File: src/hdl/tcc_regs.svh
// register offsets, field positions and reset values of the comparator control block
`ifndef TCC_REGS_SVH
`define TCC_REGS_SVH
`define TCC_ADDR_UNIT1     8'h00
`define TCC_ADDR_UNIT2     8'h04
`define TCC_ADDR_UNIT3     8'h08
`define TCC_ADDR_STATUS    8'h0c
`define TCC_ADDR_REF       8'h10
`define TCC_ADDR_IRQ_STAT  8'h14
`define TCC_ADDR_IRQ_MASK  8'h18
`define TCC_ADDR_IDLE      8'h1c
`define TCC_UC_ENABLE      15
`define TCC_UC_OUT_EN      14
`define TCC_UC_INVERT      13
`define TCC_UC_EVENT       9
`define TCC_UC_RESULT      8
`define TCC_UC_EDGE_HI     7
`define TCC_UC_EDGE_LO     6
`define TCC_UC_NONINV      4
`define TCC_UC_INV_HI      1
`define TCC_UC_INV_LO      0
`define TCC_ST_IDLE_HALT   15
`define TCC_ST_EVT_LO      8
`define TCC_REF_MASK       16'h07ff
`define TCC_REF_PIN        10
`define TCC_REF_TAP_HI     9
`define TCC_REF_TAP_LO     8
`define TCC_REF_RANGE      5
`define TCC_REF_SUPPLY     4
`define TCC_REF_LVL_HI     3
`define TCC_REF_LVL_LO     0
`define TCC_RESET_16       16'h0000
`define TCC_RESET_3        3'h0
`endif

File: src/hdl/tcc_pkg.sv
// types shared by the comparator control block
`default_nettype none
package tcc_pkg;
    typedef enum logic [1:0] {
        TCC_EDGE_NONE = 2'b00,
        TCC_EDGE_RISE = 2'b01,
        TCC_EDGE_FALL = 2'b10,
        TCC_EDGE_ANY  = 2'b11
    } tcc_edge_t;
    typedef enum logic [1:0] {
        TCC_INV_PIN_B = 2'b00,
        TCC_INV_PIN_C = 2'b01,
        TCC_INV_PIN_D = 2'b10,
        TCC_INV_REF   = 2'b11
    } tcc_inv_sel_t;
    typedef struct packed {
        logic         enable;
        logic         out_en;
        logic         output_invert;
        tcc_edge_t    event_edge_select;
        logic         noninv_input_select;
        tcc_inv_sel_t inv_input_select;
    } tcc_unit_cfg_t;
    typedef struct packed {
        logic       ref_pin_select;
        logic [1:0] bandgap_tap_select;
        logic       ref_enable;
        logic       ref_out_en;
        logic       ref_range_select;
        logic       ref_supply_select;
        logic [3:0] ref_level_code;
    } tcc_ref_cfg_t;
endpackage
`default_nettype wire

File: src/hdl/tcc_core.sv
// control, event and status logic around three analog comparators
//
// Behaviour
// - event sets event_flag; further events and interrupts blocked until software clears it
// - compare_result is raw comparison, reversed when output_invert is set
// - edge select 11 raises event on any result change while flag is clear
// - edge select 10: falling edge, or rising edge when inverted
// - edge select 01: rising edge, or falling edge when inverted
// - non-inverting input from internal reference when bit 4 set, else pin a
// - inverting input 00 pin b, 01 pin c, 10 pin d, 11 bandgap tap
// - unit control bits 3 and 2 read zero and ignore writes
// - idle_halt stops all comparators while the device is idle
// - status bits 8 to 10 mirror event flags of units 1 to 3
// - status bits 0 to 2 mirror compare results of units 1 to 3
// - status bits 14 to 11 and 7 to 3 read zero, not writable
// - reference has two ranges of 16 levels, range bit 5, level code
// - bit 4 selects supply rails or external reference pins for the ladder
// - ref_pin_select acts only when noninv_input_select is set
// - bandgap tap 00 full, 01 half, 10 sixth, 11 pin
//
// Added by the designer: the register offsets and the address-and-strobe port.
`timescale 1ns/1ps
`include "tcc_regs.svh"
`default_nettype none
module tcc_core
    import tcc_pkg::*;
#(
    parameter int UNITS = 3
) (
    input  wire logic             sys_clk_i,
    input  wire logic             reset_i,
    input  wire logic [7:0]       addr_i,
    input  wire logic [31:0]      wdata_i,
    input  wire logic             wr_i,
    input  wire logic             rd_i,
    output logic      [31:0]      rdata_o,
    input  wire logic             device_idle_i,
    input  wire logic [UNITS-1:0] analog_cmp_i,
    output logic      [UNITS-1:0] unit_enable_o,
    output logic      [UNITS-1:0] noninv_sel_ref_o,
    output logic      [UNITS-1:0] noninv_use_ref_pin_o,
    output logic      [2*UNITS-1:0] inv_sel_o,
    output logic      [UNITS-1:0] cmp_pin_o,
    output logic      [UNITS-1:0] cmp_pin_oe_o,
    output logic      [UNITS-1:0] event_pulse_o,
    output logic      [1:0]       bandgap_tap_o,
    output logic                  ref_enable_o,
    output logic                  ref_out_en_o,
    output logic                  ref_range_o,
    output logic                  ref_supply_o,
    output logic      [3:0]       ref_level_o,
    output logic                  irq_o
);
    // ----------------------------------------------------------------
    // registers
    // ----------------------------------------------------------------
    tcc_unit_cfg_t    cfg [UNITS];
    tcc_ref_cfg_t     ref_cfg;
    logic             idle_halt;
    logic [UNITS-1:0] event_flag;
    logic [UNITS-1:0] compare_result;
    logic [UNITS-1:0] irq_stat;
    logic [UNITS-1:0] irq_mask;
    logic [UNITS-1:0] sync1;
    logic [UNITS-1:0] sync2;
    logic [UNITS-1:0] sync3;
    logic [UNITS-1:0] prev_result;
    logic [UNITS-1:0] next_event;
    logic [UNITS-1:0] running;
    logic [UNITS-1:0] unit_wr;
    logic             halted;

    assign halted = idle_halt & device_idle_i;

    // ----------------------------------------------------------------
    // per unit logic
    // ----------------------------------------------------------------
    genvar g;
    generate
        for (g = 0; g < UNITS; g++) begin : g_unit
            logic stable;
            logic rise;
            logic fall;
            logic evt_ok;
            assign unit_wr[g] = wr_i && (addr_i == `TCC_ADDR_UNIT1 + 8'(4 * g));
            assign running[g] = cfg[g].enable & ~halted;
            // only the agreeing second and third stages are looked at
            assign stable = (sync2[g] == sync3[g]);
            assign rise = stable & sync3[g] & ~prev_result[g];
            assign fall = stable & ~sync3[g] & prev_result[g];
            always_comb begin
                evt_ok = 1'b0;
                case (cfg[g].event_edge_select)
                    TCC_EDGE_ANY:  evt_ok = rise | fall;
                    // a raw fall is a falling result, or a rising one when inverted
                    TCC_EDGE_FALL: evt_ok = fall;
                    TCC_EDGE_RISE: evt_ok = rise;
                    default:       evt_ok = 1'b0;
                endcase
            end
            assign next_event[g] = evt_ok & running[g] & ~event_flag[g];

            always_ff @(posedge sys_clk_i) begin
                if (reset_i) begin
                    sync1[g] <= 1'b0;
                    sync2[g] <= 1'b0;
                    sync3[g] <= 1'b0;
                end else begin
                    sync1[g] <= analog_cmp_i[g];
                    sync2[g] <= sync1[g];
                    sync3[g] <= sync2[g];
                end
            end

            always_ff @(posedge sys_clk_i) begin
                if (reset_i) begin
                    prev_result[g] <= 1'b0;
                end else if (stable) begin
                    prev_result[g] <= sync3[g];
                end
            end

            always_ff @(posedge sys_clk_i) begin
                if (reset_i) begin
                    compare_result[g] <= 1'b0;
                end else if (running[g]) begin
                    compare_result[g] <= prev_result[g] ^ cfg[g].output_invert;
                end
            end

            always_ff @(posedge sys_clk_i) begin
                if (reset_i) begin
                    cfg[g] <= '0;
                end else if (unit_wr[g]) begin
                    cfg[g].enable              <= wdata_i[`TCC_UC_ENABLE];
                    cfg[g].out_en              <= wdata_i[`TCC_UC_OUT_EN];
                    cfg[g].output_invert       <= wdata_i[`TCC_UC_INVERT];
                    cfg[g].event_edge_select   <=
                        tcc_edge_t'(wdata_i[`TCC_UC_EDGE_HI:`TCC_UC_EDGE_LO]);
                    cfg[g].noninv_input_select <= wdata_i[`TCC_UC_NONINV];
                    cfg[g].inv_input_select    <=
                        tcc_inv_sel_t'(wdata_i[`TCC_UC_INV_HI:`TCC_UC_INV_LO]);
                end
            end

            // hardware set beats software write in the same cycle
            always_ff @(posedge sys_clk_i) begin
                if (reset_i) begin
                    event_flag[g] <= 1'b0;
                end else if (next_event[g]) begin
                    event_flag[g] <= 1'b1;
                end else if (unit_wr[g]) begin
                    event_flag[g] <= wdata_i[`TCC_UC_EVENT];
                end
            end

            assign noninv_sel_ref_o[g]     = cfg[g].noninv_input_select;
            assign noninv_use_ref_pin_o[g] =
                cfg[g].noninv_input_select & ref_cfg.ref_pin_select;
            assign inv_sel_o[2*g+1:2*g]    = cfg[g].inv_input_select;
            assign unit_enable_o[g]        = running[g];
            assign cmp_pin_o[g]            = compare_result[g];
            assign cmp_pin_oe_o[g]         = cfg[g].out_en & running[g];
        end
    endgenerate

    assign event_pulse_o = next_event;

    // ----------------------------------------------------------------
    // shared registers
    // ----------------------------------------------------------------
    always_ff @(posedge sys_clk_i) begin
        if (reset_i) begin
            idle_halt <= 1'b0;
        end else if (wr_i && addr_i == `TCC_ADDR_STATUS) begin
            idle_halt <= wdata_i[`TCC_ST_IDLE_HALT];
        end
    end

    always_ff @(posedge sys_clk_i) begin
        if (reset_i) begin
            ref_cfg <= '0;
        end else if (wr_i && addr_i == `TCC_ADDR_REF) begin
            ref_cfg <= tcc_ref_cfg_t'(wdata_i[`TCC_REF_PIN:`TCC_REF_LVL_LO]);
        end
    end

    always_ff @(posedge sys_clk_i) begin
        if (reset_i) begin
            irq_mask <= `TCC_RESET_3;
        end else if (wr_i && addr_i == `TCC_ADDR_IRQ_MASK) begin
            irq_mask <= wdata_i[UNITS-1:0];
        end
    end

    // write one to clear, new event wins
    always_ff @(posedge sys_clk_i) begin
        if (reset_i) begin
            irq_stat <= `TCC_RESET_3;
        end else if (wr_i && addr_i == `TCC_ADDR_IRQ_STAT) begin
            irq_stat <= (irq_stat & ~wdata_i[UNITS-1:0]) | next_event;
        end else begin
            irq_stat <= irq_stat | next_event;
        end
    end

    assign irq_o = |(irq_stat & irq_mask);

    assign bandgap_tap_o = ref_cfg.bandgap_tap_select;
    assign ref_enable_o  = ref_cfg.ref_enable;
    assign ref_out_en_o  = ref_cfg.ref_out_en;
    assign ref_range_o   = ref_cfg.ref_range_select;
    assign ref_supply_o  = ref_cfg.ref_supply_select;
    assign ref_level_o   = ref_cfg.ref_level_code;

    // ----------------------------------------------------------------
    // read port
    // ----------------------------------------------------------------
    function automatic logic [15:0] unit_word(input tcc_unit_cfg_t c,
                                              input logic evt,
                                              input logic res);
        logic [15:0] w;
        w = `TCC_RESET_16;
        w[`TCC_UC_ENABLE] = c.enable;
        w[`TCC_UC_OUT_EN] = c.out_en;
        w[`TCC_UC_INVERT] = c.output_invert;
        w[`TCC_UC_EVENT]  = evt;
        w[`TCC_UC_RESULT] = res;
        w[`TCC_UC_EDGE_HI:`TCC_UC_EDGE_LO] = c.event_edge_select;
        w[`TCC_UC_NONINV] = c.noninv_input_select;
        w[`TCC_UC_INV_HI:`TCC_UC_INV_LO] = c.inv_input_select;
        return w;
    endfunction

    logic [15:0] rd_word;
    always_comb begin
        rd_word = `TCC_RESET_16;
        if (addr_i == `TCC_ADDR_UNIT1) begin
            rd_word = unit_word(cfg[0], event_flag[0], compare_result[0]);
        end else if (addr_i == `TCC_ADDR_UNIT2) begin
            rd_word = unit_word(cfg[1], event_flag[1], compare_result[1]);
        end else if (addr_i == `TCC_ADDR_UNIT3) begin
            rd_word = unit_word(cfg[2], event_flag[2], compare_result[2]);
        end else if (addr_i == `TCC_ADDR_STATUS) begin
            rd_word[`TCC_ST_IDLE_HALT] = idle_halt;
            rd_word[`TCC_ST_EVT_LO +: UNITS] = event_flag;
            rd_word[UNITS-1:0] = compare_result;
        end else if (addr_i == `TCC_ADDR_REF) begin
            rd_word = 16'(ref_cfg) & `TCC_REF_MASK;
        end else if (addr_i == `TCC_ADDR_IRQ_STAT) begin
            rd_word[UNITS-1:0] = irq_stat;
        end else if (addr_i == `TCC_ADDR_IRQ_MASK) begin
            rd_word[UNITS-1:0] = irq_mask;
        end
    end

    always_ff @(posedge sys_clk_i) begin
        if (reset_i) begin
            rdata_o <= 32'h0000_0000;
        end else if (rd_i) begin
            rdata_o <= {16'h0000, rd_word};
        end else begin
            rdata_o <= 32'h0000_0000;
        end
    end

    // ----------------------------------------------------------------
    // checks
    // ----------------------------------------------------------------
    a_flag_blocks: assert property (@(posedge sys_clk_i) disable iff (reset_i)
        event_flag != '0 |-> (next_event & event_flag) == '0)
        else $error("event raised while flag set");
    a_event_sets_flag: assert property (@(posedge sys_clk_i) disable iff (reset_i)
        next_event[0] |=> event_flag[0] && irq_stat[0])
        else $error("event did not set flag");
    a_none_quiet: assert property (@(posedge sys_clk_i) disable iff (reset_i)
        cfg[0].event_edge_select == TCC_EDGE_NONE |-> !next_event[0])
        else $error("event with edge select off");
    a_rise_event: assert property (@(posedge sys_clk_i) disable iff (reset_i)
        cfg[0].event_edge_select == TCC_EDGE_RISE && !cfg[0].output_invert
        && next_event[0] |-> sync3[0] && !prev_result[0])
        else $error("rise event on wrong edge");
    a_fall_event: assert property (@(posedge sys_clk_i) disable iff (reset_i)
        cfg[0].event_edge_select == TCC_EDGE_FALL && !cfg[0].output_invert
        && next_event[0] |-> !sync3[0] && prev_result[0])
        else $error("fall event on wrong edge");
    a_result_sense: assert property (@(posedge sys_clk_i) disable iff (reset_i)
        running[0] ##1 running[0] && $stable(cfg[0].output_invert)
        |-> compare_result[0] == ($past(prev_result[0]) ^ cfg[0].output_invert))
        else $error("result sense wrong");
    a_idle_halt: assert property (@(posedge sys_clk_i) disable iff (reset_i)
        idle_halt && device_idle_i |-> unit_enable_o == '0 && next_event == '0)
        else $error("unit ran while halted");
    a_status_read: assert property (@(posedge sys_clk_i) disable iff (reset_i)
        rd_i && addr_i == `TCC_ADDR_STATUS |=> rdata_o[10:8] == $past(event_flag)
        && rdata_o[14:11] == 4'h0 && rdata_o[7:3] == 5'h00)
        else $error("status read wrong");
    a_ref_pin_gate: assert property (@(posedge sys_clk_i) disable iff (reset_i)
        !cfg[0].noninv_input_select |-> !noninv_use_ref_pin_o[0])
        else $error("ref pin used without reference select");
    a_rise_inverted: assert property (@(posedge sys_clk_i) disable iff (reset_i)
        cfg[0].event_edge_select == TCC_EDGE_RISE && cfg[0].output_invert
        && next_event[0] |-> sync3[0] && !prev_result[0])
        else $error("inverted rise event on wrong edge");
    a_fall_inverted: assert property (@(posedge sys_clk_i) disable iff (reset_i)
        cfg[0].event_edge_select == TCC_EDGE_FALL && cfg[0].output_invert
        && next_event[0] |-> !sync3[0] && prev_result[0])
        else $error("inverted fall event on wrong edge");
    a_any_change: assert property (@(posedge sys_clk_i) disable iff (reset_i)
        cfg[0].event_edge_select == TCC_EDGE_ANY && running[0] && !event_flag[0]
        && sync2[0] == sync3[0] && sync3[0] != prev_result[0] |-> next_event[0])
        else $error("change missed with edge select any");
    a_event_settled: assert property (@(posedge sys_clk_i) disable iff (reset_i)
        next_event[0] |-> sync2[0] == sync3[0])
        else $error("event before input settled");
    a_event_single: assert property (@(posedge sys_clk_i) disable iff (reset_i)
        next_event[0] |=> !next_event[0])
        else $error("one transition gave two events");
    a_flag_clear: assert property (@(posedge sys_clk_i) disable iff (reset_i)
        unit_wr[0] && !wdata_i[`TCC_UC_EVENT] && !next_event[0] |=> !event_flag[0])
        else $error("flag not cleared by software");
    a_irq_clear: assert property (@(posedge sys_clk_i) disable iff (reset_i)
        wr_i && addr_i == `TCC_ADDR_IRQ_STAT && wdata_i[0] && !next_event[0]
        |=> !irq_stat[0])
        else $error("interrupt status not cleared");
    a_irq_raise: assert property (@(posedge sys_clk_i) disable iff (reset_i)
        next_event[0] && irq_mask[0] && !(wr_i && addr_i == `TCC_ADDR_IRQ_MASK)
        |=> irq_o)
        else $error("unmasked event gave no interrupt");
    a_none_unit2: assert property (@(posedge sys_clk_i) disable iff (reset_i)
        cfg[1].event_edge_select == TCC_EDGE_NONE |-> !next_event[1])
        else $error("unit 2 event with edge select off");
    a_none_unit3: assert property (@(posedge sys_clk_i) disable iff (reset_i)
        cfg[2].event_edge_select == TCC_EDGE_NONE |-> !next_event[2])
        else $error("unit 3 event with edge select off");
    a_disabled_quiet: assert property (@(posedge sys_clk_i) disable iff (reset_i)
        !running[0] |-> !next_event[0])
        else $error("event while unit stopped");
    a_oe_stopped: assert property (@(posedge sys_clk_i) disable iff (reset_i)
        !running[0] |-> !cmp_pin_oe_o[0])
        else $error("pin driven while unit stopped");
    a_halt_freeze: assert property (@(posedge sys_clk_i) disable iff (reset_i)
        halted |=> $stable(compare_result))
        else $error("result moved while halted");
    a_idle_runs: assert property (@(posedge sys_clk_i) disable iff (reset_i)
        !idle_halt && cfg[0].enable |-> unit_enable_o[0])
        else $error("unit stopped without idle halt");
    a_disabled_hold: assert property (@(posedge sys_clk_i) disable iff (reset_i)
        !cfg[0].enable |=> $stable(compare_result[0]))
        else $error("result moved while disabled");
    a_status_ro: assert property (@(posedge sys_clk_i) disable iff (reset_i)
        wr_i && addr_i == `TCC_ADDR_STATUS && next_event == '0 |=> $stable(event_flag))
        else $error("status write changed an event flag");
    a_result_mirror: assert property (@(posedge sys_clk_i) disable iff (reset_i)
        rd_i && addr_i == `TCC_ADDR_STATUS |=> rdata_o[2:0] == $past(compare_result))
        else $error("status result bits wrong");
    a_unit_reserved: assert property (@(posedge sys_clk_i) disable iff (reset_i)
        rd_i && addr_i == `TCC_ADDR_UNIT1
        |=> rdata_o[3:2] == 2'h0 && rdata_o[31:16] == 16'h0000)
        else $error("unit reserved bits not zero");
    a_ref_reserved: assert property (@(posedge sys_clk_i) disable iff (reset_i)
        rd_i && addr_i == `TCC_ADDR_REF |=> rdata_o[15:11] == 5'h00)
        else $error("reference reserved bits not zero");
    a_ref_pin_on: assert property (@(posedge sys_clk_i) disable iff (reset_i)
        cfg[0].noninv_input_select && ref_cfg.ref_pin_select |-> noninv_use_ref_pin_o[0])
        else $error("ref pin select ignored");
    a_result_read: assert property (@(posedge sys_clk_i) disable iff (reset_i)
        rd_i && addr_i == `TCC_ADDR_UNIT1 |=> rdata_o[8] == $past(compare_result[0]))
        else $error("unit result bit wrong");
    a_flag_read: assert property (@(posedge sys_clk_i) disable iff (reset_i)
        rd_i && addr_i == `TCC_ADDR_UNIT1 |=> rdata_o[9] == $past(event_flag[0]))
        else $error("unit event bit wrong");
endmodule
`default_nettype wire

File: config.mk
export PLATFORM = sky130hd
export DESIGN_NAME = tcc_core
export DESIGN_NICKNAME = d
export VERILOG_FILES = /design/src/hdl/tcc_pkg.sv /design/src/hdl/tcc_core.sv
export VERILOG_INCLUDE_DIRS = /design/src /design/src/hdl
export SDC_FILE = /design/constraint.sdc
export NUM_CORES = 1
export LEC_CHECK = 0
export BUFFER_PORTS_ARGS = -buffer_cell sky130_fd_sc_hd__buf_2
export CAP_MARGIN = 20
export CORE_UTILIZATION = 55
export DETAILED_ROUTE_END_ITERATION = 8
export GPL_TIMING_DRIVEN = 0
export PLACE_DENSITY = 0.85
export SLEW_MARGIN = 20
export SYNTH_ARGS = -nofsm -noshare
export SYNTH_HDL_FRONTEND = slang
export SYNTH_SLANG_ARGS = --single-unit
File: constraint.sdc
create_clock -name sys_clk_i -period 2.43 [get_ports sys_clk_i]
set_input_delay 0.243 -clock sys_clk_i [delete_from_list [all_inputs] [get_ports sys_clk_i]]
set_output_delay 0.243 -clock sys_clk_i [all_outputs]
set_load 0.01 [all_outputs]
==> results.toml <==
[detailed_routing]
first_pass_iters = 5
vias = 3098
drtIter0Drc = 290
avgViaCountPerCell = 5.63
routedWlPerCell_um = 16.8
ant_nets = 0
drc = 0
wl_um = 9250

[clock_network]
post_cts_buffers = 0
clk_latency_ps = 360
clkSinkCount = 74
clk_pin_slew_ps = 70
cts_resized = 0
root_buffer = "clkbuf_8"
clk_path_buf_depth = 2
ctsHtreeMaxLevel = 3
cts_hold_buf = 0
cts_made_buffers = 9
cts_tree = "done"

[synthesis]
netlist_instances = 363
synth.distinct_cells = 47
seq_area_frac_synth_pct = 47.9
synth_seq_cells = 74
syn_avg_cell_area_um2 = 9.90
ys.flop_type = "dfxtp_1"
synth_edf_count = 24
synth_area_um2 = 3590
synth-warning-count = 0
synthArstFlopShare_pct = 0

[die]
die_x_um = 82.8
rows = 29
die_y_um = 82.8
dieArea_um2 = 6860
core_um2 = 6310
start_util_pct = 56.9
io_pins = 115

[global_routing]
grt_overflow = 0
grt_pass1_vias = 2933
grt_max_degree = 14
grt_pass1_wl_um = 14700
track_usage_pct = 27.8
antenna_found_initial = 0

[min_path]
hold_class = "in -> reg"

[placed_design]
portBuffers = 77
dpl_cell_area_um2 = 4140
dp_hpwl_um = 6830
routabilityCongestion = 0.896

[pwr]
ir_drop_mv = 0.534
clkPwrFrac_pct = 37.7
p_comb_share_pct = 9.7
power.density_nw_per_um2 = 585
seqPwrFrac_pct = 52.6
sw_frac_of_total_pct = 25.7
p_int_uw = 1880
p_leak_uw = 0.00197
netSwitchingPower_uw = 651

[sta]
setup_tns_ps = 0
timing.slew.headroom_pct = 56.6
hold_viol = 0
setup_violations = 0
clock_skew_ps = 16.0
final.min_clock_period_ps = 1820
grt_setup_unrepaired = "false"
fin_crit_sh_pct = 74.8
maxSlewViolCount = 0
worst_slew_pin_slew_ps = 648
fmax_ghz = 0.550

[final_layout]
nNetsFinal = 522
drive_gt1_share_pct = 30.0
syn2layout_area_growth_pct = 20.6
fin_area_um2 = 4330
final_cell_mix = "buf_2 (83), dfxtp_1 (50), and2_1 (33), buf_4 (33), nor2_1 (26)"
antenna_cells = 0
final_common_cell = "buf_2"

[setup_path]
path_max_fanout = 3
critPathLaunchType = "flop"
path_class = "reg -> out"
cp.required_ps = 2190
arrival_ps = 1570
cp-end-kind = "output port"
ff2ff_setup_slack_ps = 1190

[status]
status = "complete, no violations"

[run]
drv_cap = 0
[worst max-delay path, stage by stage, from the launching register on]
cell and delay, ps:
dfxtp_1 360, ha_1 160, nand2_1 50, o21ai_0 240, nand3b_1 210, inv_1 90
buf_2 120
[final timing paths]
| path | startpoint | end | cells past startpoint |
|---|---|---|---|
| min reg2reg | sync1[2] | sync2[2] | 1 |
| max | sync3[1] | event_pulse_o[1] | 6 |
| max reg2reg | sync3[1] | event_flag[1] | 5 |
| min | analog_cmp_i[1] | sync1[1] | 2 |
[kinds of logic after synthesis]
kind of cell | Yosys count | synth area share, %
AO/OA/AOI/OAI | 61 | 11.4
XOR/XNOR | 3 | 0.731
flip-flops | 74 | 47.9
other | 1 | 0.104
buffers and inverters | 59 | 10.3
adder cells (fa/ha/maj) | 6 | 2.09
AND/OR/NAND/NOR | 144 | 23.2
multiplexers | 15 | 4.21
[power by group through the flow]
stage / Clock, uW / Sequential [uW] / Combinational (uW)
after floorplan: 0 / 1350 / 147
after global placement: 0 / 1360 / 234
after detailed placement: 0 / 1360 / 239
after CTS: 955 / 1330 / 241
after global routing: 1010 / 1340 / 265
final: 957 / 1330 / 246
[per-layer routing]
metal | GRT usage (%) | part of all wire, % | up-vias
met5 | 0 | 0 | -
met3 | 7.85 | 9.3 | 37
met4 | 12.7 | 3.2 | 0
li1 | - | - | 1430
met2 | 44.9 | 47 | 183
met1 | 34.4 | 41 | 1448
[sequential cells by signal, indices dropped and copies added (netlist names), 2 cells and up]
signal and count:
cfg 24, rdata_o 14, ref_level_o 4, cmp_pin_o 3, event_flag 3, irq_mask 3
irq_stat 3, prev_result 3, sync1 3, sync2 3, sync3 3, bandgap_tap_o 2
[synthesized netlist by cell type (5+ instances only)]
| master | n | area [um^2] |
|---|---|---|
| dfxtp_1 | 50 | 1000 |
| and2_1 | 33 | 206 |
| buf_4 | 33 | 248 |
| nor2_1 | 26 | 97.6 |
| edfxtp_1 | 24 | 721 |
| a21oi_1 | 23 | 115 |
| nand2_1 | 21 | 78.8 |
| nand3_1 | 15 | 75.1 |
| mux2i_1 | 14 | 140 |
| inv_1 | 12 | 45.0 |
| nor2b_1 | 9 | 56.3 |
| nand4_1 | 7 | 43.8 |
| o21ai_0 | 7 | 35.0 |
| a22oi_1 | 6 | 45.0 |
| buf_2 | 6 | 30.0 |
| ha_1 | 6 | 75.1 |
| and3_1 | 5 | 31.3 |
| clkbuf_1 | 5 | 18.8 |
| nand2b_1 | 5 | 31.3 |
| nand3b_1 | 5 | 37.5 |
[through the flow]
| step | hold slack [ps] | instances | power (uW) | utilization, % | setup slack [ps] |
|---|---|---|---|---|---|
| finish | 99.9 | 550 | 2530 | 68.6 | 613 |
| global route | 100 | 550 | 2610 | 68.6 | 475 |
| CTS | 92.5 | 550 | 2530 | 68.6 | 589 |
| detailed placement | 427 | 534 | 1600 | 65.6 | 494 |
| global placement | 417 | 534 | 1590 | 65.6 | 562 |
| floorplan | 371 | 380 | 1500 | - | 1070 |
[cell type report]
cell class                      instances  area, um^2
Fill cell                             514        1980
Sequential cell                        74        1720
Multi-Input combinational cell        247        1560
Timing Repair Buffer                   77         385
Buffer                                 47         327
Clock buffer                           10         128
Tap cell                               77        96.3
Clock inverter                          6        67.6
Inverter                               12        45.0
Note: power is estimated with default switching activity, not from simulation.
